--- src/inc/sdc_pkg.sv ---
// package of offsets, field layouts, reset values and timing for the synth divider config block
package sdc_pkg;

  // ---------------------------------------------------------------
  // register map: printed offsets are register indices, byte addr = 4 * index
  // ---------------------------------------------------------------
  localparam int ADDR_W = 8;
  localparam int IDX_W = 6;
  localparam logic [IDX_W-1:0] IDX_A_REF = 6'h34;
  localparam logic [IDX_W-1:0] IDX_A_M = 6'h35;
  localparam logic [IDX_W-1:0] IDX_B_REF = 6'h36;
  localparam logic [IDX_W-1:0] IDX_B_M = 6'h37;
  localparam logic [IDX_W-1:0] IDX_A_CTRL0 = 6'h38;
  localparam logic [IDX_W-1:0] IDX_A_STATUS = 6'h39;

  // ---------------------------------------------------------------
  // field layouts
  // ---------------------------------------------------------------
  localparam int REF_DIV_W = 3;
  localparam int M_DIV_W = 5;
  localparam int POST_LSB = 2;
  localparam int POST_W = 3;
  localparam int SYNC_BIT = 1;
  localparam int PDN_BIT = 0;
  localparam int STAT_BUSY_BIT = 0;
  localparam int STAT_EN_BIT = 1;
  localparam int STAT_DONE_BIT = 2;
  localparam logic [7:0] MASK_REF = 8'h07;
  localparam logic [7:0] MASK_M = 8'h1f;
  localparam logic [7:0] MASK_CTRL0 = 8'h1f;

  // ---------------------------------------------------------------
  // values after reset
  // ---------------------------------------------------------------
  localparam logic [7:0] RST_A_REF = 8'h00;
  localparam logic [7:0] RST_A_M = 8'h00;
  localparam logic [7:0] RST_B_REF = 8'h00;
  localparam logic [7:0] RST_B_M = 8'h00;
  localparam logic [7:0] RST_A_CTRL0 = 8'h1e;
  localparam logic [3:0] RST_POST_RATIO = 4'h8;

  // ---------------------------------------------------------------
  // post divider decode and calibration timing
  // ---------------------------------------------------------------
  localparam logic [POST_W-1:0] POST_MIN_CODE = 3'h2;
  localparam logic [3:0] POST_MIN_RATIO = 4'h2;
  localparam int CLK_PERIOD_NS = 50;
  localparam int CAL_TIME_NS = 10000;
  localparam int CAL_CYC = (CAL_TIME_NS + CLK_PERIOD_NS - 1) / CLK_PERIOD_NS;

  typedef enum logic [1:0] {CAL_OFF, CAL_SEQ, CAL_READY} sdc_cal_e;

endpackage

--- src/sdc_div_decode.sv ---
// divider code decode: zero bypasses, code n divides by n+1
`timescale 1ns/1ps
module sdc_div_decode #(
  parameter int W = 3
) (
  // clock and reset
  input wire logic clk,
  input wire logic rst,
  // divider code from register
  input wire logic [W-1:0] code,
  // decoded divider setting
  output logic bypass,
  output logic [W:0] ratio
);

  logic bypass_ff;
  logic nxt_bypass;
  logic [W:0] ratio_ff;
  logic [W:0] nxt_ratio;

  always_comb begin
    nxt_bypass = (code == '0);
    nxt_ratio = {1'b0, code} + {{W{1'b0}}, 1'b1};
  end

  always_ff @(posedge clk or posedge rst) begin
    if (rst) begin
      bypass_ff <= 1'b1;
      ratio_ff <= {{W{1'b0}}, 1'b1};
    end else begin
      bypass_ff <= nxt_bypass;
      ratio_ff <= nxt_ratio;
    end
  end

  assign bypass = bypass_ff;
  assign ratio = ratio_ff;

endmodule

--- src/sdc_sync_edge.sv ---
// two-flop synchroniser for a pin with a registered rising-edge pulse
`timescale 1ns/1ps
module sdc_sync_edge (
  // clock and reset
  input wire logic clk,
  input wire logic rst,
  // asynchronous pin
  input wire logic pin,
  // one-cycle pulse on a rising edge of the pin
  output logic rise
);

  logic meta_ff;
  logic stable_ff;
  logic last_ff;
  logic rise_ff;
  logic nxt_rise;

  always_comb begin
    nxt_rise = stable_ff & ~last_ff;
  end

  always_ff @(posedge clk or posedge rst) begin
    if (rst) begin
      meta_ff <= 1'b0;
      stable_ff <= 1'b0;
      last_ff <= 1'b0;
      rise_ff <= 1'b0;
    end else begin
      meta_ff <= pin;
      stable_ff <= meta_ff;
      last_ff <= stable_ff;
      rise_ff <= nxt_rise;
    end
  end

  assign rise = rise_ff;

endmodule

--- src/sdc_regs.sv ---
// synth divider config registers with apb slave, sync gating and calibration control
//
// How it works
// - synth A reference pre-divider code 0 bypasses, code n divides by n+1, up to 8.
// - synth A M divider code 0 bypasses, code n divides by n+1, up to 32.
// - synth B reference pre-divider code 0 bypasses, code n divides by n+1, up to 8.
// - synth B M divider code 0 bypasses, code n divides by n+1, up to 32.
// - synth A post divider is 2 for codes 0 and 1, n+1 above, and resets to 8.
// - a sync event resyncs the synth A channels only while sync participation is set.
// - with power-down clear, synth A is enabled and calibrated after reset.
// - setting power-down disables synth A and holds its calibration in reset.
// - clearing power-down restarts calibration with no further software action.
//
// Chosen here: register access over APB.
`timescale 1ns/1ps
module sdc_regs #(
  parameter int NUM_CH = 8,
  parameter int CAL_CYC = sdc_pkg::CAL_CYC
) (
  // clock and reset
  input wire logic clk,
  input wire logic rst,
  // apb slave
  input wire logic psel,
  input wire logic penable,
  input wire logic pwrite,
  input wire logic [sdc_pkg::ADDR_W-1:0] paddr,
  input wire logic [31:0] pwdata,
  input wire logic [3:0] pstrb,
  output logic [31:0] prdata,
  output logic pready,
  output logic pslverr,
  // sync event pin and channel source map
  input wire logic sync_pin,
  input wire logic [NUM_CH-1:0] ch_from_synth_a,
  output logic [NUM_CH-1:0] ch_resync,
  // decoded divider settings
  output logic a_ref_bypass,
  output logic [3:0] a_ref_ratio,
  output logic a_m_bypass,
  output logic [5:0] a_m_ratio,
  output logic b_ref_bypass,
  output logic [3:0] b_ref_ratio,
  output logic b_m_bypass,
  output logic [5:0] b_m_ratio,
  output logic [3:0] a_post_ratio,
  // synth A power and calibration
  output logic synth_a_enable,
  output logic synth_a_cal_reset,
  output logic synth_a_cal_busy
);

  localparam int CNT_W = $clog2(CAL_CYC + 1);
  localparam logic [CNT_W-1:0] CAL_LAST = CNT_W'(CAL_CYC - 1);

  // ---------------------------------------------------------------
  // register file and apb
  // ---------------------------------------------------------------
  logic [7:0] a_ref_ff;
  logic [7:0] nxt_a_ref;
  logic [7:0] a_m_ff;
  logic [7:0] nxt_a_m;
  logic [7:0] b_ref_ff;
  logic [7:0] nxt_b_ref;
  logic [7:0] b_m_ff;
  logic [7:0] nxt_b_m;
  logic [7:0] a_ctrl_ff;
  logic [7:0] nxt_a_ctrl;
  logic [31:0] prdata_ff;
  logic [31:0] nxt_prdata;
  logic pready_ff;
  logic nxt_pready;
  logic pslverr_ff;
  logic nxt_pslverr;
  logic [sdc_pkg::IDX_W-1:0] idx;
  logic hit;
  logic wr_ok;
  logic [7:0] rd_mux;
  logic [7:0] status;
  logic setup;
  logic access;

  // ---------------------------------------------------------------
  // calibration sequencer and outputs
  // ---------------------------------------------------------------
  sdc_pkg::sdc_cal_e cal_ff;
  sdc_pkg::sdc_cal_e nxt_cal;
  logic [CNT_W-1:0] cnt_ff;
  logic [CNT_W-1:0] nxt_cnt;
  logic en_ff;
  logic nxt_en;
  logic cal_rst_ff;
  logic nxt_cal_rst;
  logic busy_ff;
  logic nxt_busy;
  logic [3:0] post_ff;
  logic [3:0] nxt_post;
  logic [NUM_CH-1:0] resync_ff;
  logic [NUM_CH-1:0] nxt_resync;
  logic sync_evt;
  logic pdn;
  logic participate;

  assign pdn = a_ctrl_ff[sdc_pkg::PDN_BIT];
  assign participate = a_ctrl_ff[sdc_pkg::SYNC_BIT];

  // ---------------------------------------------------------------
  // address decode
  // ---------------------------------------------------------------
  always_comb begin
    idx = paddr[sdc_pkg::ADDR_W-1:2];
    setup = psel & ~penable;
    access = psel & penable & pready_ff;
    status = 8'h00;
    status[sdc_pkg::STAT_BUSY_BIT] = busy_ff;
    status[sdc_pkg::STAT_EN_BIT] = en_ff;
    status[sdc_pkg::STAT_DONE_BIT] = (cal_ff == sdc_pkg::CAL_READY);
    hit = (paddr[1:0] == 2'h0);
    wr_ok = 1'b1;
    case (idx)
      sdc_pkg::IDX_A_REF: rd_mux = a_ref_ff;
      sdc_pkg::IDX_A_M: rd_mux = a_m_ff;
      sdc_pkg::IDX_B_REF: rd_mux = b_ref_ff;
      sdc_pkg::IDX_B_M: rd_mux = b_m_ff;
      sdc_pkg::IDX_A_CTRL0: rd_mux = a_ctrl_ff;
      sdc_pkg::IDX_A_STATUS: begin
        rd_mux = status;
        wr_ok = 1'b0;
      end
      default: begin
        rd_mux = 8'h00;
        hit = 1'b0;
      end
    endcase
  end

  // ---------------------------------------------------------------
  // register writes and read answers
  // ---------------------------------------------------------------
  always_comb begin
    nxt_a_ref = a_ref_ff;
    nxt_a_m = a_m_ff;
    nxt_b_ref = b_ref_ff;
    nxt_b_m = b_m_ff;
    nxt_a_ctrl = a_ctrl_ff;
    nxt_pready = setup;
    nxt_pslverr = setup & ~hit;
    nxt_prdata = 32'h0000_0000;
    if (setup && !pwrite && hit) begin
      nxt_prdata = {24'h00_0000, rd_mux};
    end
    if (access && pwrite && pstrb[0] && hit && wr_ok) begin
      case (idx)
        sdc_pkg::IDX_A_REF: nxt_a_ref = pwdata[7:0] & sdc_pkg::MASK_REF;
        sdc_pkg::IDX_A_M: nxt_a_m = pwdata[7:0] & sdc_pkg::MASK_M;
        sdc_pkg::IDX_B_REF: nxt_b_ref = pwdata[7:0] & sdc_pkg::MASK_REF;
        sdc_pkg::IDX_B_M: nxt_b_m = pwdata[7:0] & sdc_pkg::MASK_M;
        sdc_pkg::IDX_A_CTRL0: nxt_a_ctrl = pwdata[7:0] & sdc_pkg::MASK_CTRL0;
        default: nxt_a_ctrl = a_ctrl_ff;
      endcase
    end
  end

  always_ff @(posedge clk or posedge rst) begin
    if (rst) begin
      a_ref_ff <= sdc_pkg::RST_A_REF;
      a_m_ff <= sdc_pkg::RST_A_M;
      b_ref_ff <= sdc_pkg::RST_B_REF;
      b_m_ff <= sdc_pkg::RST_B_M;
      a_ctrl_ff <= sdc_pkg::RST_A_CTRL0;
      prdata_ff <= 32'h0000_0000;
      pready_ff <= 1'b0;
      pslverr_ff <= 1'b0;
    end else begin
      a_ref_ff <= nxt_a_ref;
      a_m_ff <= nxt_a_m;
      b_ref_ff <= nxt_b_ref;
      b_m_ff <= nxt_b_m;
      a_ctrl_ff <= nxt_a_ctrl;
      prdata_ff <= nxt_prdata;
      pready_ff <= nxt_pready;
      pslverr_ff <= nxt_pslverr;
    end
  end

  assign prdata = prdata_ff;
  assign pready = pready_ff;
  assign pslverr = pslverr_ff;

  // ---------------------------------------------------------------
  // divider decode
  // ---------------------------------------------------------------
  sdc_div_decode #(.W(sdc_pkg::REF_DIV_W)) u_a_ref (
    .clk(clk),
    .rst(rst),
    .code(a_ref_ff[sdc_pkg::REF_DIV_W-1:0]),
    .bypass(a_ref_bypass),
    .ratio(a_ref_ratio)
  );

  sdc_div_decode #(.W(sdc_pkg::M_DIV_W)) u_a_m (
    .clk(clk),
    .rst(rst),
    .code(a_m_ff[sdc_pkg::M_DIV_W-1:0]),
    .bypass(a_m_bypass),
    .ratio(a_m_ratio)
  );

  sdc_div_decode #(.W(sdc_pkg::REF_DIV_W)) u_b_ref (
    .clk(clk),
    .rst(rst),
    .code(b_ref_ff[sdc_pkg::REF_DIV_W-1:0]),
    .bypass(b_ref_bypass),
    .ratio(b_ref_ratio)
  );

  sdc_div_decode #(.W(sdc_pkg::M_DIV_W)) u_b_m (
    .clk(clk),
    .rst(rst),
    .code(b_m_ff[sdc_pkg::M_DIV_W-1:0]),
    .bypass(b_m_bypass),
    .ratio(b_m_ratio)
  );

  // ---------------------------------------------------------------
  // sync event gating
  // ---------------------------------------------------------------
  sdc_sync_edge u_sync (
    .clk(clk),
    .rst(rst),
    .pin(sync_pin),
    .rise(sync_evt)
  );

  generate
    for (genvar i = 0; i < NUM_CH; i++) begin : g_ch
      always_comb begin
        nxt_resync[i] = sync_evt & participate & ch_from_synth_a[i];
      end
    end
  endgenerate

  // ---------------------------------------------------------------
  // post divider and calibration sequencer
  // ---------------------------------------------------------------
  always_comb begin
    if (a_ctrl_ff[sdc_pkg::POST_LSB +: sdc_pkg::POST_W] < sdc_pkg::POST_MIN_CODE) begin
      nxt_post = sdc_pkg::POST_MIN_RATIO;
    end else begin
      nxt_post = {1'b0, a_ctrl_ff[sdc_pkg::POST_LSB +: sdc_pkg::POST_W]} + 4'h1;
    end
    nxt_cal = cal_ff;
    nxt_cnt = cnt_ff;
    case (cal_ff)
      sdc_pkg::CAL_OFF: begin
        if (!pdn) begin
          nxt_cal = sdc_pkg::CAL_SEQ;
          nxt_cnt = '0;
        end
      end
      sdc_pkg::CAL_SEQ: begin
        if (cnt_ff == CAL_LAST) begin
          nxt_cal = sdc_pkg::CAL_READY;
        end else begin
          nxt_cnt = cnt_ff + CNT_W'(1);
        end
      end
      sdc_pkg::CAL_READY: nxt_cal = sdc_pkg::CAL_READY;
      default: nxt_cal = sdc_pkg::CAL_OFF;
    endcase
    if (pdn) begin
      nxt_cal = sdc_pkg::CAL_OFF;
      nxt_cnt = '0;
    end
    nxt_en = (nxt_cal != sdc_pkg::CAL_OFF);
    nxt_cal_rst = (nxt_cal == sdc_pkg::CAL_OFF);
    nxt_busy = (nxt_cal == sdc_pkg::CAL_SEQ);
  end

  // reset leaves power-down clear, so calibration starts straight out of reset
  always_ff @(posedge clk or posedge rst) begin
    if (rst) begin
      cal_ff <= sdc_pkg::CAL_SEQ;
      cnt_ff <= '0;
      en_ff <= 1'b1;
      cal_rst_ff <= 1'b0;
      busy_ff <= 1'b1;
      post_ff <= sdc_pkg::RST_POST_RATIO;
      resync_ff <= '0;
    end else begin
      cal_ff <= nxt_cal;
      cnt_ff <= nxt_cnt;
      en_ff <= nxt_en;
      cal_rst_ff <= nxt_cal_rst;
      busy_ff <= nxt_busy;
      post_ff <= nxt_post;
      resync_ff <= nxt_resync;
    end
  end

  assign synth_a_enable = en_ff;
  assign synth_a_cal_reset = cal_rst_ff;
  assign synth_a_cal_busy = busy_ff;
  assign a_post_ratio = post_ff;
  assign ch_resync = resync_ff;

  // ---------------------------------------------------------------
  // assertions
  // ---------------------------------------------------------------
  AST_A_REF_DIV: assert property (@(posedge clk) disable iff (rst)
    !$past(rst) |-> (a_ref_bypass == ($past(a_ref_ff[2:0]) == 3'h0))
      && (a_ref_ratio == {1'b0, $past(a_ref_ff[2:0])} + 4'h1))
    else $error("synth A reference divider decode wrong");

  AST_A_M_DIV: assert property (@(posedge clk) disable iff (rst)
    (a_m_ff[4:0] == 5'h1f) |=> (a_m_ratio == 6'h20) && !a_m_bypass)
    else $error("synth A M divider top code not divide by 32");

  AST_B_REF_DIV: assert property (@(posedge clk) disable iff (rst)
    (b_ref_ff[2:0] == 3'h0) |=> b_ref_bypass && (b_ref_ratio == 4'h1))
    else $error("synth B reference divider not bypassed at code zero");

  AST_B_M_DIV: assert property (@(posedge clk) disable iff (rst)
    $changed(b_m_ff) |=> (b_m_ratio == {1'b0, $past(b_m_ff[4:0])} + 6'h1)
      && (b_m_bypass == ($past(b_m_ff[4:0]) == 5'h0)))
    else $error("synth B M divider ratio not code plus one");

  AST_POST_DIV: assert property (@(posedge clk) disable iff (rst)
    (a_ctrl_ff[4:2] < 3'h2) |=> (a_post_ratio == 4'h2))
    else $error("synth A post divider not two for low codes");

  AST_SYNC_GATE: assert property (@(posedge clk) disable iff (rst)
    sync_evt |=> (ch_resync == ($past(ch_from_synth_a) & {NUM_CH{$past(participate)}})))
    else $error("sync event not gated by participation");

  AST_CAL_AFTER_RST: assert property (@(posedge clk) disable iff (rst)
    $past(rst) && !pdn |-> synth_a_enable && synth_a_cal_busy && !synth_a_cal_reset)
    else $error("calibration not started after reset");

  AST_PDN_HOLD: assert property (@(posedge clk) disable iff (rst)
    pdn [*2] |-> !synth_a_enable && synth_a_cal_reset && !synth_a_cal_busy)
    else $error("power-down did not disable synth A");

  AST_CAL_RESTART: assert property (@(posedge clk) disable iff (rst)
    $fell(pdn) |=> synth_a_cal_busy && synth_a_enable)
    else $error("calibration not restarted on power-up");

  AST_RSVD_ZERO: assert property (@(posedge clk) disable iff (rst)
    (prdata[31:8] == 24'h0) && (a_ref_ff[7:3] == 5'h0) && (a_ctrl_ff[7:5] == 3'h0))
    else $error("reserved bits not zero");

endmodule

--- config.mk ---
export PLATFORM = sky130hd
export DESIGN_NAME = sdc_regs
export DESIGN_NICKNAME = d
export VERILOG_FILES = /design/src/inc/sdc_pkg.sv /design/src/sdc_div_decode.sv /design/src/sdc_sync_edge.sv /design/src/sdc_regs.sv
export SDC_FILE = /design/constraint.sdc
export NUM_CORES = 1
export LEC_CHECK = 0
export ABC_AREA = 0
export BUFFER_PORTS_ARGS = -buffer_cell sky130_fd_sc_hd__clkbuf_2
export CAP_MARGIN = 20
export CORE_ASPECT_RATIO = 1.25
export CORE_UTILIZATION = 53
export DETAILED_ROUTE_END_ITERATION = 16
export MAX_ROUTING_LAYER = met4
export PLACE_DENSITY = 0.83
export REMOVE_ABC_BUFFERS = 1
export SLEW_MARGIN = 10
export SYNTH_ARGS = -nofsm -noshare
export SYNTH_HDL_FRONTEND = slang
export SYNTH_SLANG_ARGS = --single-unit
--- constraint.sdc ---
create_clock -name clk -period 8.3 [get_ports clk]
set_input_delay 2.075 -clock clk [delete_from_list [all_inputs] [get_ports clk]]
set_output_delay 2.075 -clock clk [all_outputs]
set_load 0.1 [all_outputs]
== Yosys cells after proc, flatten, opt, wreduce, memory -nomap -nowiden ==
Index checks and enable logic that the tools add are counted.
Widths: inputs -> output; s select.

* Bitwise logic cells: 17
* Add/sub/neg operators: 6
* Reduce and logical (&&, ||, !) cells: 23
* $lt $le $gt $ge: 1
* Equality and inequality tests: 11
* Muxes and demuxes: 11

{| class="wikitable"
|+ Operators by type and width
! kind !! number
|-
| $eq 6x6->1 const B || 6
|-
| $pmux 5 s6 || 1
|-
| $mux 8 || 3
|-
| $pmux 8 s2 || 1
|-
| $and 1x1->1 || 14
|-
| $add 3x1->4 const B || 3
|-
| $add 5x1->6 const B || 2
|-
| $reduce_and 2->1 || 6
|-
| $logic_not 5->1 || 2
|-
| $add 8x1->8 const B || 1
|-
| $eq 8x8->1 const B || 1
|-
| $logic_and 1x1->1 || 6
|-
| $logic_not 2->1 || 3
|-
| $logic_not 3->1 || 2
|-
| $pmux 2 s3 || 1
|-
| $reduce_or 6->1 || 1
|-
| $eq 2x1->1 const B || 2
|-
| $mux 2 || 2
|-
| $mux 4 || 1
|-
| $lt 3x2->1 const B || 1
|-
| $ne 3x3->1 const B || 1
|-
| $not 1->1 || 3
|-
| $reduce_bool 3->1 || 1
|-
| $eq 2x2->1 const B || 1
|-
| 3 further kinds || 4
|}

* Output and inout bits: 73
* Register bits after elaboration: 108

== Logic depth before layout (Yosys ltp) ==
Gate-level depths: netlist (run 1).

* Depth in word-level cells: 7
* Depth in mapped cells: 5

== Cells and area by module ==
A second synthesis (run 1) with hierarchy kept.

* Cells, all modules: 284
* Area, all modules: 3,585.9 um2

{| class="wikitable"
|+ Modules (own cells, without submodules)
! module !! cells an instance !! times used !! area an instance (um2)
|-
| sdc_regs || 210 || 1 || 2,542.4
|-
| sdc_div_decode (u_a_m ...) || 21 || 2 || 277.8
|-
| sdc_div_decode (u_a_ref ...) || 13 || 2 || 185.2
|-
| sdc_sync_edge || 6 || 1 || 117.6
|}

== Worst setup path after synthesis (run 1) ==
Ideal clock, no wire load.

* Path type: input to register
* Start point: in paddr[0] (netlist bit)
* End point: reg b_m_ff[0]
* Stages: 5
* Setup slack: 4.955 ns
* Arrival: 3.220 ns
* Data required time: 8.175 ns
* Cell sequence: and4bb_2 > and4_1 > and3_1 > buf_2 > mux2_2

* Longest elaborated chain between the ends: 5

{| class="wikitable"
|+ Ends and longest elaborated chain
! what !! line !! RTL
|-
| from (decl) || sdc_regs.sv:27 || <nowiki>input wire logic [sdc_pkg::ADDR_W-1:0] paddr,</nowiki>
|-
| $logic_not 2->1 || sdc_regs.sv:118 || <nowiki>hit = (paddr[1:0] == 2'h0);</nowiki>
|-
| $mux 1 || sdc_regs.sv:120 || <nowiki>case (idx)</nowiki>
|-
| $logic_and 1x1->1 (2 in a row) || sdc_regs.sv:152 || <nowiki>if (access && pwrite && pstrb[0] && hit && wr_ok) begin</nowiki>
|-
| $reduce_and 2->1 (no line) || n/a ||
|-
| to (signal assigned) || sdc_regs.sv:169 || <nowiki>b_m_ff <= sdc_pkg::RST_B_M;</nowiki>
|-
| to (signal assigned) || sdc_regs.sv:178 || <nowiki>b_m_ff <= nxt_b_m;</nowiki>
|-
| to (decl) || sdc_regs.sv:65 || <nowiki>logic [7:0] b_m_ff;</nowiki>
|}

Every way passes these cells.
A chain may end at the register's enable or synchronous reset.

== Worst setup path in the final report (run 1) ==
* Start point: reg en_ff (netlist: synth_a_enable)
* End point: out synth_a_enable

{| class="wikitable"
|+ RTL lines
! what !! line !! RTL
|-
| from (decl) || sdc_regs.sv:90 || <nowiki>logic en_ff;</nowiki>
|-
| from (signal assigned) || sdc_regs.sv:293 || <nowiki>en_ff <= nxt_en;</nowiki>
|-
| to (decl) || sdc_regs.sv:48 || <nowiki>output logic synth_a_enable,</nowiki>
|}

No word-level cell between the ends.

==> results.toml, run 1 <==
[power_and_ir_drop]
p_comb_share_pct = 14.1
peakVddDrop_v = 0.000126
pwr-share-seq_pct = 53.0
switching_share_pct = 31.3
power_uw = 810
power_switching_uw = 254
leakage_uw = 0.00215
intPower_uw = 556
power_density_nw_per_um2 = 194
p_clk_share_pct = 33.0

[timing]
tns_ns = 0
drv_slew = 0
grt_setup_unrepaired = "no"
period_minus_slack_ns = 3.43
fmax_mhz = 291
slew_headroom_pct = 36.0
fin_crit_sh_pct = 41.3
hold_viol = 0
setup_viol = 0
finClkSkew_ns = 0.00837
worstMarginPinSlew_ns = 0.959

[place]
dpl_cell_area_um2 = 3980
hpwlAfterDp_um = 4710
numPortBuffers = 73
routabilityCongestion = 0.781
dp.cells = 441

[global_routing]
grt_pass1_wl_um = 10100
grt.met3_usage_pct = 5.02
grt_pass1_vias = 2090
track_usage_pct = 19.4
busiest_layer = "met2"
grt_overflow = 0
antenna_found_initial = 0
grt_max_degree = 82
grtUsageMet1_pct = 21.6
grt_use_met2_pct = 33.3

[routing]
drc_errors = 0
vias_per_cell = 4.95
wl_per_cell_um = 14.1
wirelength_um = 6450
drt_iter0_drc = 163
drt-pass1-iter-count = 4
vias = 2263
ant_nets = 0

[floorplan]
die_h_um = 94.6
core_area_um2 = 6610
die_area_um2 = 7190
std_cell_rows = 33
num_io_pins = 131
start_util_pct = 55.0
dieWidth_um = 76.1

[logic_synthesis]
ys.flop_type = "dfrtp_1"
ys_top_cells_by_area = "dfrtp_1, dfstp_2, mux2_2"
synth.most_common_cell = "dfrtp_1"
yosysTopAreaCell = "dfrtp_1"
ys_seq_area_share_pct = 56.3
synth_mux_area_share_pct = 8.92
synth_compound_area_share_pct = 5.44
synth_top_family_by_area = "simple AND/OR/NAND/NOR gates"
synth_cell_types = 50
synth_xor_area_share_pct = 2.41
yosys_warnings = 0
synthTopCellsByCount = "dfrtp_1, buf_4, mux2_2, dfstp_2, nor2_1"
synth_top_area_share_pct = 44.8
synth_edf_count = 0
syn_area_um2 = 3630
syn_inst = 285
syn_avg_cell_area_um2 = 12.7
synth_fa_ha_area_share_pct = 3.44
synth_simple_gate_area_share_pct = 15.4
ys_async_sr_fraction_pct = 100
synth_seq_cells = 81

[layout]
nets = 433
drive_gt1_share_pct = 40.0
design_area_um2 = 4170
num_antenna_cells = 0
final_core_util_pct = 63.1
final_cell_count_no_fill = 457
area_delta_synth_final_pct = 14.7

[clock_network]
cts_tree = "yes"
cts_setup_buffers = 0
cts_resized = 0
numClockSinks = 81
cts-root-buf = "clkbuf_8"
cts.clk_slew.worst_paths_ns = 0.09
cts.htree.levels = 3
cts_buffer_depth = 2
clk_latency_ns = 0.35
cts_hold_buf = 0
numCtsBuffers = 9

[worst_setup_path]
r2r_cells = 5
path_max_fanout = 2
worstPathArrival_ns = 1.36
cpMaxStageDelayCell = "dfstp_2"
end_kind = "primary output"
cpPeakStageDelay_ns = 0.54
path_buf_inv = 1
start_kind = "flip-flop"
cp_cell_sequence = "clkbuf_2"
worstSetupPathType = "reg2out"
crit_family = "flip-flops"
required_ns = 6.23
cp_num_cells = 1

[hold_path]
hold_path.class = "reg2reg"
whs_path_depth = 0

[status]
status = "completed"

[run]
drv_cap = 0
final timing paths:
kind | startpoint | endpoint | slack, ns
max | synth_a_enable$_DFF_PP1_ | synth_a_enable | 4.87
min | u_sync.meta_ff$_DFF_PP0_ | u_sync.stable_ff$_DFF_PP0_ | 0.37
max reg2reg | cnt_ff[0]$_DFFE_PP0P_ | cnt_ff[3]$_DFFE_PP0P_ | 6.62
min reg2reg | u_sync.meta_ff$_DFF_PP0_ | u_sync.stable_ff$_DFF_PP0_ | 0.37
max in group asynchronous | rst | a_ref_ff[1]$_DFFE_PP0P_ | 5.69
min in group asynchronous | rst | ch_resync[2]$_DFF_PP0_ | 2.00
cell families after synthesis:
logic type / count (synthesis)
adder cells (fa/ha/maj): 10
buffers and inverters: 46
other: 1
AO/OA/AOI/OAI: 26
multiplexers: 27
flip-flops: 81
XOR/XNOR: 10
AND/OR/NAND/NOR: 84
registers in the layout (all words and copies together) (netlist names), 2 cells and up:
| name | cells |
|---|---|
| a_ctrl_ff | 5 |
| a_m_ff | 5 |
| a_post_ratio | 4 |
| a_ref_ff | 3 |
| b_m_ff | 5 |
| b_ref_ff | 3 |
| cal_ff | 2 |
| ch_resync | 8 |
| cnt_ff | 8 |
| prdata | 5 |
| u_a_m.ratio | 6 |
| u_a_ref.ratio | 4 |
| u_b_m.ratio | 6 |
| u_b_ref.ratio | 4 |
power groups by stage:
stage	registers (µW)	logic, µW	clock network [µW]
after floorplan	436	91.2	0
after global placement	435	112	0
after detailed placement	436	114	0
after CTS	428	114	274
after global routing	431	122	291
final	429	114	267
per-layer routing:
layer  wire length, µm  up-vias  part of all wire [%]
met5                 0        -                     0
met4               144        0                   2.2
met2              3430       69                    53
met1              2600     1088                    40
met3               278       12                   4.3
li1                  -     1094                     -
cells in the final DEF, fill, tap and decap left out, types with 3 or more instances in the layout:
master / count
clkbuf_2: 73
dfrtp_1: 65
conb_1: 27
mux2_2: 23
nor2_1: 16
dfstp_2: 16
and3_1: 15
inv_1: 14
nand3_1: 10
ha_1: 10
clkbuf_8: 10
nand2_1: 9
xnor2_1: 6
o21ai_0: 5
nor2b_1: 5
a21oi_1: 4
xor2_1: 4
a22oi_1: 4
nand2b_1: 3
a211o_1: 3
nor3_1: 3
inv_6: 3
clkinvlp_4: 3
layout make-up:
class,instances,area [µm²]
tap,87,109
fill,553,2440
clock inverter,6,48.8
inverter,15,57.6
clock buffer,10,138
sequential,81,2050
multi-input combinational,184,1400
timing repair buffer,74,373
stage by stage:
step | hold WS (ns) | setup slack, ns
after floorplan | 0.331 | 4.17
after global placement | 0.335 | 4.59
after detailed placement | 0.346 | 4.54
after CTS | 0.367 | 4.86
after global routing | 0.380 | 4.84
final | 0.370 | 4.87
No activity file was read; power rests on OpenSTA's default activity.
==> run 2, diff against run 1 <==
--- a/config.mk
+++ b/config.mk
@@ -5,14 +5,14 @@
 export SDC_FILE = /design/constraint.sdc
 export NUM_CORES = 1
 export LEC_CHECK = 0
-export ABC_AREA = 0
+export ABC_AREA = 1
 export BUFFER_PORTS_ARGS = -buffer_cell sky130_fd_sc_hd__clkbuf_2
 export CAP_MARGIN = 20
 export CORE_ASPECT_RATIO = 1.25
-export CORE_UTILIZATION = 53
+export CORE_UTILIZATION = 45
 export DETAILED_ROUTE_END_ITERATION = 16
 export MAX_ROUTING_LAYER = met4
-export PLACE_DENSITY = 0.83
+export PLACE_DENSITY = 0.74
 export REMOVE_ABC_BUFFERS = 1
 export SLEW_MARGIN = 10
 export SYNTH_ARGS = -nofsm -noshare
==> constraint.sdc (replaced) <==
create_clock -name clk -period 2.8 [get_ports clk]
set_input_delay 0.7 -clock clk [delete_from_list [all_inputs] [get_ports clk]]
set_output_delay 0.7 -clock clk [all_outputs]
set_load 0.1 [all_outputs]
==> results.toml, run 2 <==
[logic_synthesis]
syn_inst = 416
ys_top_cells_by_area = "dfrtp_1, dfstp_2, nand2_1"
synth_cell_types = 23
synth_seq_cells = 81
synth_simple_gate_area_share_pct = 26.8
synth_compound_area_share_pct = 1.51
synthTopCellsByCount = "nand2_1, dfrtp_1, inv_1, nor2_1, nand3_1"
syn_area_um2 = 3730
synth_xor_area_share_pct = 2.11
synth_top_area_share_pct = 43.6
synth_edf_count = 0
yosys_warnings = 0
yosysTopAreaCell = "dfrtp_1"
ys.flop_type = "dfrtp_1"
synth_top_family_by_area = "simple AND/OR/NAND/NOR gates"
synth_mux_area_share_pct = 0
ys_seq_area_share_pct = 54.9
syn_avg_cell_area_um2 = 8.96
synth_fa_ha_area_share_pct = 3.36
synth.most_common_cell = "nand2_1"
ys_async_sr_fraction_pct = 100

[timing]
worstMarginPinSlew_ns = 0.743
holdWs_ns = 0.355
hold_viol = 0
fin_crit_sh_pct = 73.3
grt_setup_unrepaired = "no"
period_minus_slack_ns = 2.05
fmax_mhz = 488
finClkSkew_ns = 0.0123
drv_slew = 0
slew_headroom_pct = 50.4
tns_ns = 0
setup_viol = 0

[clock_network]
numClockSinks = 81
cts.clk_slew.worst_paths_ns = 0.08
cts_resized = 0
cts_hold_buf = 0
clk_latency_ns = 0.35
cts_tree = "yes"
cts-root-buf = "clkbuf_8"
cts_setup_buffers = 0
numCtsBuffers = 9
cts.htree.levels = 3
cts_buffer_depth = 2

[global_routing]
track_usage_pct = 18.1
antenna_found_initial = 0
grt_pass1_vias = 2610
grt_overflow = 0
grt_max_degree = 48
grt_pass1_wl_um = 12000

[worst_setup_path]
crit_family = "flip-flops"
cp-startpoint = "synth_a_cal_busy$_DFF_PP1_"
worstSetupPathType = "reg2out"
reg2reg_from = "cnt_ff[0]$_DFFE_PP0P_"
end_kind = "primary output"
cp_cell_sequence = "clkbuf_2"
path_max_fanout = 2
path_buf_inv = 1
worstPathArrival_ns = 1.35
start_kind = "flip-flop"
cpPeakStageDelay_ns = 0.55
reg2reg_slack_ns = 1.10
required_ns = 2.10
cpMaxStageDelayCell = "dfstp_2"

[routing]
ant_nets = 0
vias = 2870
wirelength_um = 7210
drt-pass1-iter-count = 5
wl_per_cell_um = 12.0
drc_errors = 0
drt_iter0_drc = 145
vias_per_cell = 4.78

[run]
drv_cap = 0

[layout]
num_antenna_cells = 0
seq_area_um2 = 2050
n_fill_cell = 731
mostFrequentLayoutCells = "nand2_1, clkbuf_2, dfrtp_1"
final_common_cell = "nand2_1"
area_delta_synth_final_pct = 16.4
multi_input_area_um2 = 1360
final_core_util_pct = 54.7
drive_gt1_share_pct = 23.6
nets = 568
final_cell_count_no_fill = 600

[place]
numPortBuffers = 73
dp.cells = 584
routabilityCongestion = 0.892
hpwlAfterDp_um = 5480

[floorplan]
core_area_um2 = 7930
die_area_um2 = 8660
start_util_pct = 47.0
num_io_pins = 131
std_cell_rows = 36
die_h_um = 104
dieWidth_um = 83.4

[hold_path]
hp-start = "u_sync.meta_ff$_DFF_PP0_"
hold_path.class = "reg2reg"

[status]
status = "completed"

[power_and_ir_drop]
peakVddDrop_v = 0.000396
leakage_uw = 0.00239
power_density_nw_per_um2 = 586
==> run 2: cell types whose count changed after synthesis, moves of 5 or more <==
cell     change
nand2_1     +77
and3_1      -15
xnor2_1      -5
mux2_2      -23
nor2_1      +34
nand4_1     +23
nand3_1     +35
inv_1       +35
nor3_1       +7
nor2b_1      -5
==> run 2: logic make-up after synthesis <==
family,after synthesis
AND/OR/NAND/NOR,224
XOR/XNOR,9
adder cells (fa/ha/maj),10
AO/OA/AOI/OAI,9
other,1
buffers and inverters,82
flip-flops,81
==> run 2: layout make-up <==
type                    instances  share of cell area [%]
repair buffers                 78                    9.28
inverters                      51                    4.44
flip-flops and latches         81                    47.2
multi-input cells             279                    31.3
clock inverters                 6                    2.08
clock buffers                  10                    2.94
well taps                      95                    2.74
==> run 2: layer usage <==
metal	GRT usage (%)	up-vias	part of all wire, %
li1	-	1446	-
met1	22.8	1323	45
met2	29.4	95	50
met3	4.22	6	4.8
met4	5.08	0	0.79
met5	-	-	0
==> run 2: through the flow <==
step / power [µW] / setup slack [ns] / cell area (µm²)
2_1_floorplan: 1560 / 0.0464 / 3600
3_3_place_gp: 1640 / 0.721 / 4120
3_5_place_dp: 1640 / 0.703 / 4120
4_1_cts: 2570 / 0.733 / 4340
5_1_grt: 2670 / 0.715 / 4340
6_report: 2540 / 0.749 / 4340
==> run 2: power by group <==
group / internal, µW / switching (µW)
sequential: 1210 / 48.1
combinational: 67.5 / 289
clock: 507 / 420
==> run 2: path summary, 6_finish.rpt <==
path,end,cells after the start
setup / recovery,synth_a_cal_busy,1
hold / removal,u_sync.stable_ff$_DFF_PP0_,0
setup reg to reg,cnt_ff[3]$_DFFE_PP0P_,9
hold reg to reg,u_sync.stable_ff$_DFF_PP0_,0
max in group asynchronous,cal_ff[0]$_DFF_PP1_,3
min in group asynchronous,a_m_ff[1]$_DFFE_PP0P_,2
==> run 3, diff against run 2 <==
--- a/config.mk
+++ b/config.mk
@@ -5,7 +5,7 @@
 export SDC_FILE = /design/constraint.sdc
 export NUM_CORES = 1
 export LEC_CHECK = 0
-export ABC_AREA = 1
+export ABC_AREA = 0
 export BUFFER_PORTS_ARGS = -buffer_cell sky130_fd_sc_hd__clkbuf_2
 export CAP_MARGIN = 20
 export CORE_ASPECT_RATIO = 1.25
==> constraint.sdc (replaced) <==
create_clock -name clk -period 1.8 [get_ports clk]
set_input_delay 0.45 -clock clk [delete_from_list [all_inputs] [get_ports clk]]
set_output_delay 0.45 -clock clk [all_outputs]
set_load 0.1 [all_outputs]
==> results.toml, run 3 (synthesis gave the netlist of run 1 again) <==
[place]
hpwlAfterDp_um = 4800
numPortBuffers = 73
routabilityCongestion = 0.831

[floorplan]
start_util_pct = 46.6
dieWidth_um = 82.4
die_area_um2 = 8440
core_area_um2 = 7790
std_cell_rows = 36
num_io_pins = 131
die_h_um = 102

[worst_setup_path]
path_max_fanout = 5
r2r_cells = 4
endpoint = "prdata[1]$_DFF_PP0_"
worstPathArrival_ns = 1.92
reg2reg_from = "a_m_ff[1]$_DFFE_PP0P_"
reg2reg_slack_ns = 0.15
end_kind = "flip-flop"
required_ns = 2.06
reg2reg_to = "prdata[1]$_DFF_PP0_"
cp-startpoint = "a_m_ff[1]$_DFFE_PP0P_"
start_kind = "flip-flop"
worstSetupPathType = "reg2reg"

[routing]
vias = 2335
top_layer_used = "met4"
ant_nets = 0
dr_wl_met2_um = 3510
met3_wirelength_um = 362
wirelength_um = 6560
wl_met1_um = 2520
wl_per_cell_um = 13.8
drt_iter0_drc = 83
vias_per_cell = 4.93
drc_errors = 0
drt-pass1-iter-count = 4

[layout]
drive_gt1_share_pct = 41.4
num_antenna_cells = 0
mostFrequentLayoutCells = "dfrtp_1, clkbuf_2, conb_1"
final_common_cell = "dfrtp_1"
area_delta_synth_final_pct = 18.4
n_fill_cell = 661
final_core_util_pct = 55.2
nets = 442

[clock_network]
cts_setup_buffers = 0
numCtsBuffers = 9
cts.htree.levels = 3
cts_buffer_depth = 2
cts_tree = "yes"
cts_hold_buf = 0
cts.clk_slew.worst_paths_ns = 0.09
numClockSinks = 81
clk_latency_ns = 0.36
cts-root-buf = "clkbuf_8"
cts_resized = 0

[timing]
finClkSkew_ns = 0.00999
drv_slew = 0
tns_ns = 0
hold_viol = 0
fmax_mhz = 604
fin_crit_sh_pct = 91.9
period_minus_slack_ns = 1.65
worstMarginPinSlew_ns = 0.544
slew_headroom_pct = 63.9
setup_viol = 0
grt_setup_unrepaired = "no"

[global_routing]
antenna_found_initial = 0
grt_max_degree = 82
grt_pass1_wl_um = 10400
grt_pass1_vias = 2164
grt_overflow = 0
track_usage_pct = 17.6

[status]
status = "completed"

[hold_path]
hold_path.class = "in2async"

[power_and_ir_drop]
power_density_nw_per_um2 = 896
peakVddDrop_v = 0.000505
leakage_uw = 0.00221

[run]
drv_cap = 0
[run 3: changes by cell type in the layout (fill, tap and decap cells not counted), sizes merged, moves of 16 or more]
cell   before  now
buf         5   21
nand4      24    1
mux2        0   23
nand3      45   11
inv        51   17
nor2       54   16
nand2      87    9
[run 3: power by group]
| part | total [µW] | internal [µW] | leakage, µW | switching, µW |
|---|---|---|---|---|
| sequential | 1980 | 1890 | 0.00105 | 87.7 |
| clock | 1340 | 652 | 0.0000925 | 691 |
| combinational | 535 | 136 | 0.00107 | 399 |
| total | 3850 | 2680 | 0.00221 | 1180 |
[run 3: how the worst min path moves through the flow]
stage                                      end  cells after the start
CTS                     ch_resync[5]$_DFF_PP0_                      3
floorplan           u_sync.stable_ff$_DFF_PP0_                      0
global placement    u_sync.stable_ff$_DFF_PP0_                      0
global route          u_sync.meta_ff$_DFF_PP0_                      1
detailed placement  u_sync.stable_ff$_DFF_PP0_                      0
finish                     prdata[3]$_DFF_PP0_                      3
[run 3: cell type report]
cell class	count	area (µm²)	share of cell area (%)
Multi-Input combinational cell	184	1400	32.5
Tap cell	95	119	2.76
Inverter	15	56.3	1.31
Sequential cell	81	2050	47.6
Clock buffer	9	124	2.88
Timing Repair Buffer	83	480	11.2
Clock inverter	7	78.8	1.83
[run 3: per-stage QoR]
stage	hold WS (ns)	instance area, µm²	setup WS (ns)	std cells	power [µW]
6_report	0.159	4300	0.146	474	3850
5_1_grt	0.180	4300	0.0694	474	4040
4_1_cts	0.183	4300	0.142	474	3900
3_5_place_dp	0.343	4100	-0.125	458	2550
3_3_place_gp	0.336	4100	-0.127	458	2540
2_1_floorplan	0.331	3500	-0.704	280	2430
[run 3: worst max-delay path, stage by stage, from the launching register on]
cell	delay [ns]
dfrtp_1	0.45
and3b_2	0.21
a31oi_1	0.04
or4b_2	0.61
a31oi_1	0.25
[run 3: per-layer routing]
| layer | track usage, % | vias to the layer above |
|---|---|---|
| met1 | 19.1 | 1146 |
| met4 | 10.3 | 0 |
| met3 | 4.82 | 14 |
| li1 | - | 1110 |
| met2 | 28.5 | 65 |
| met5 | - | - |
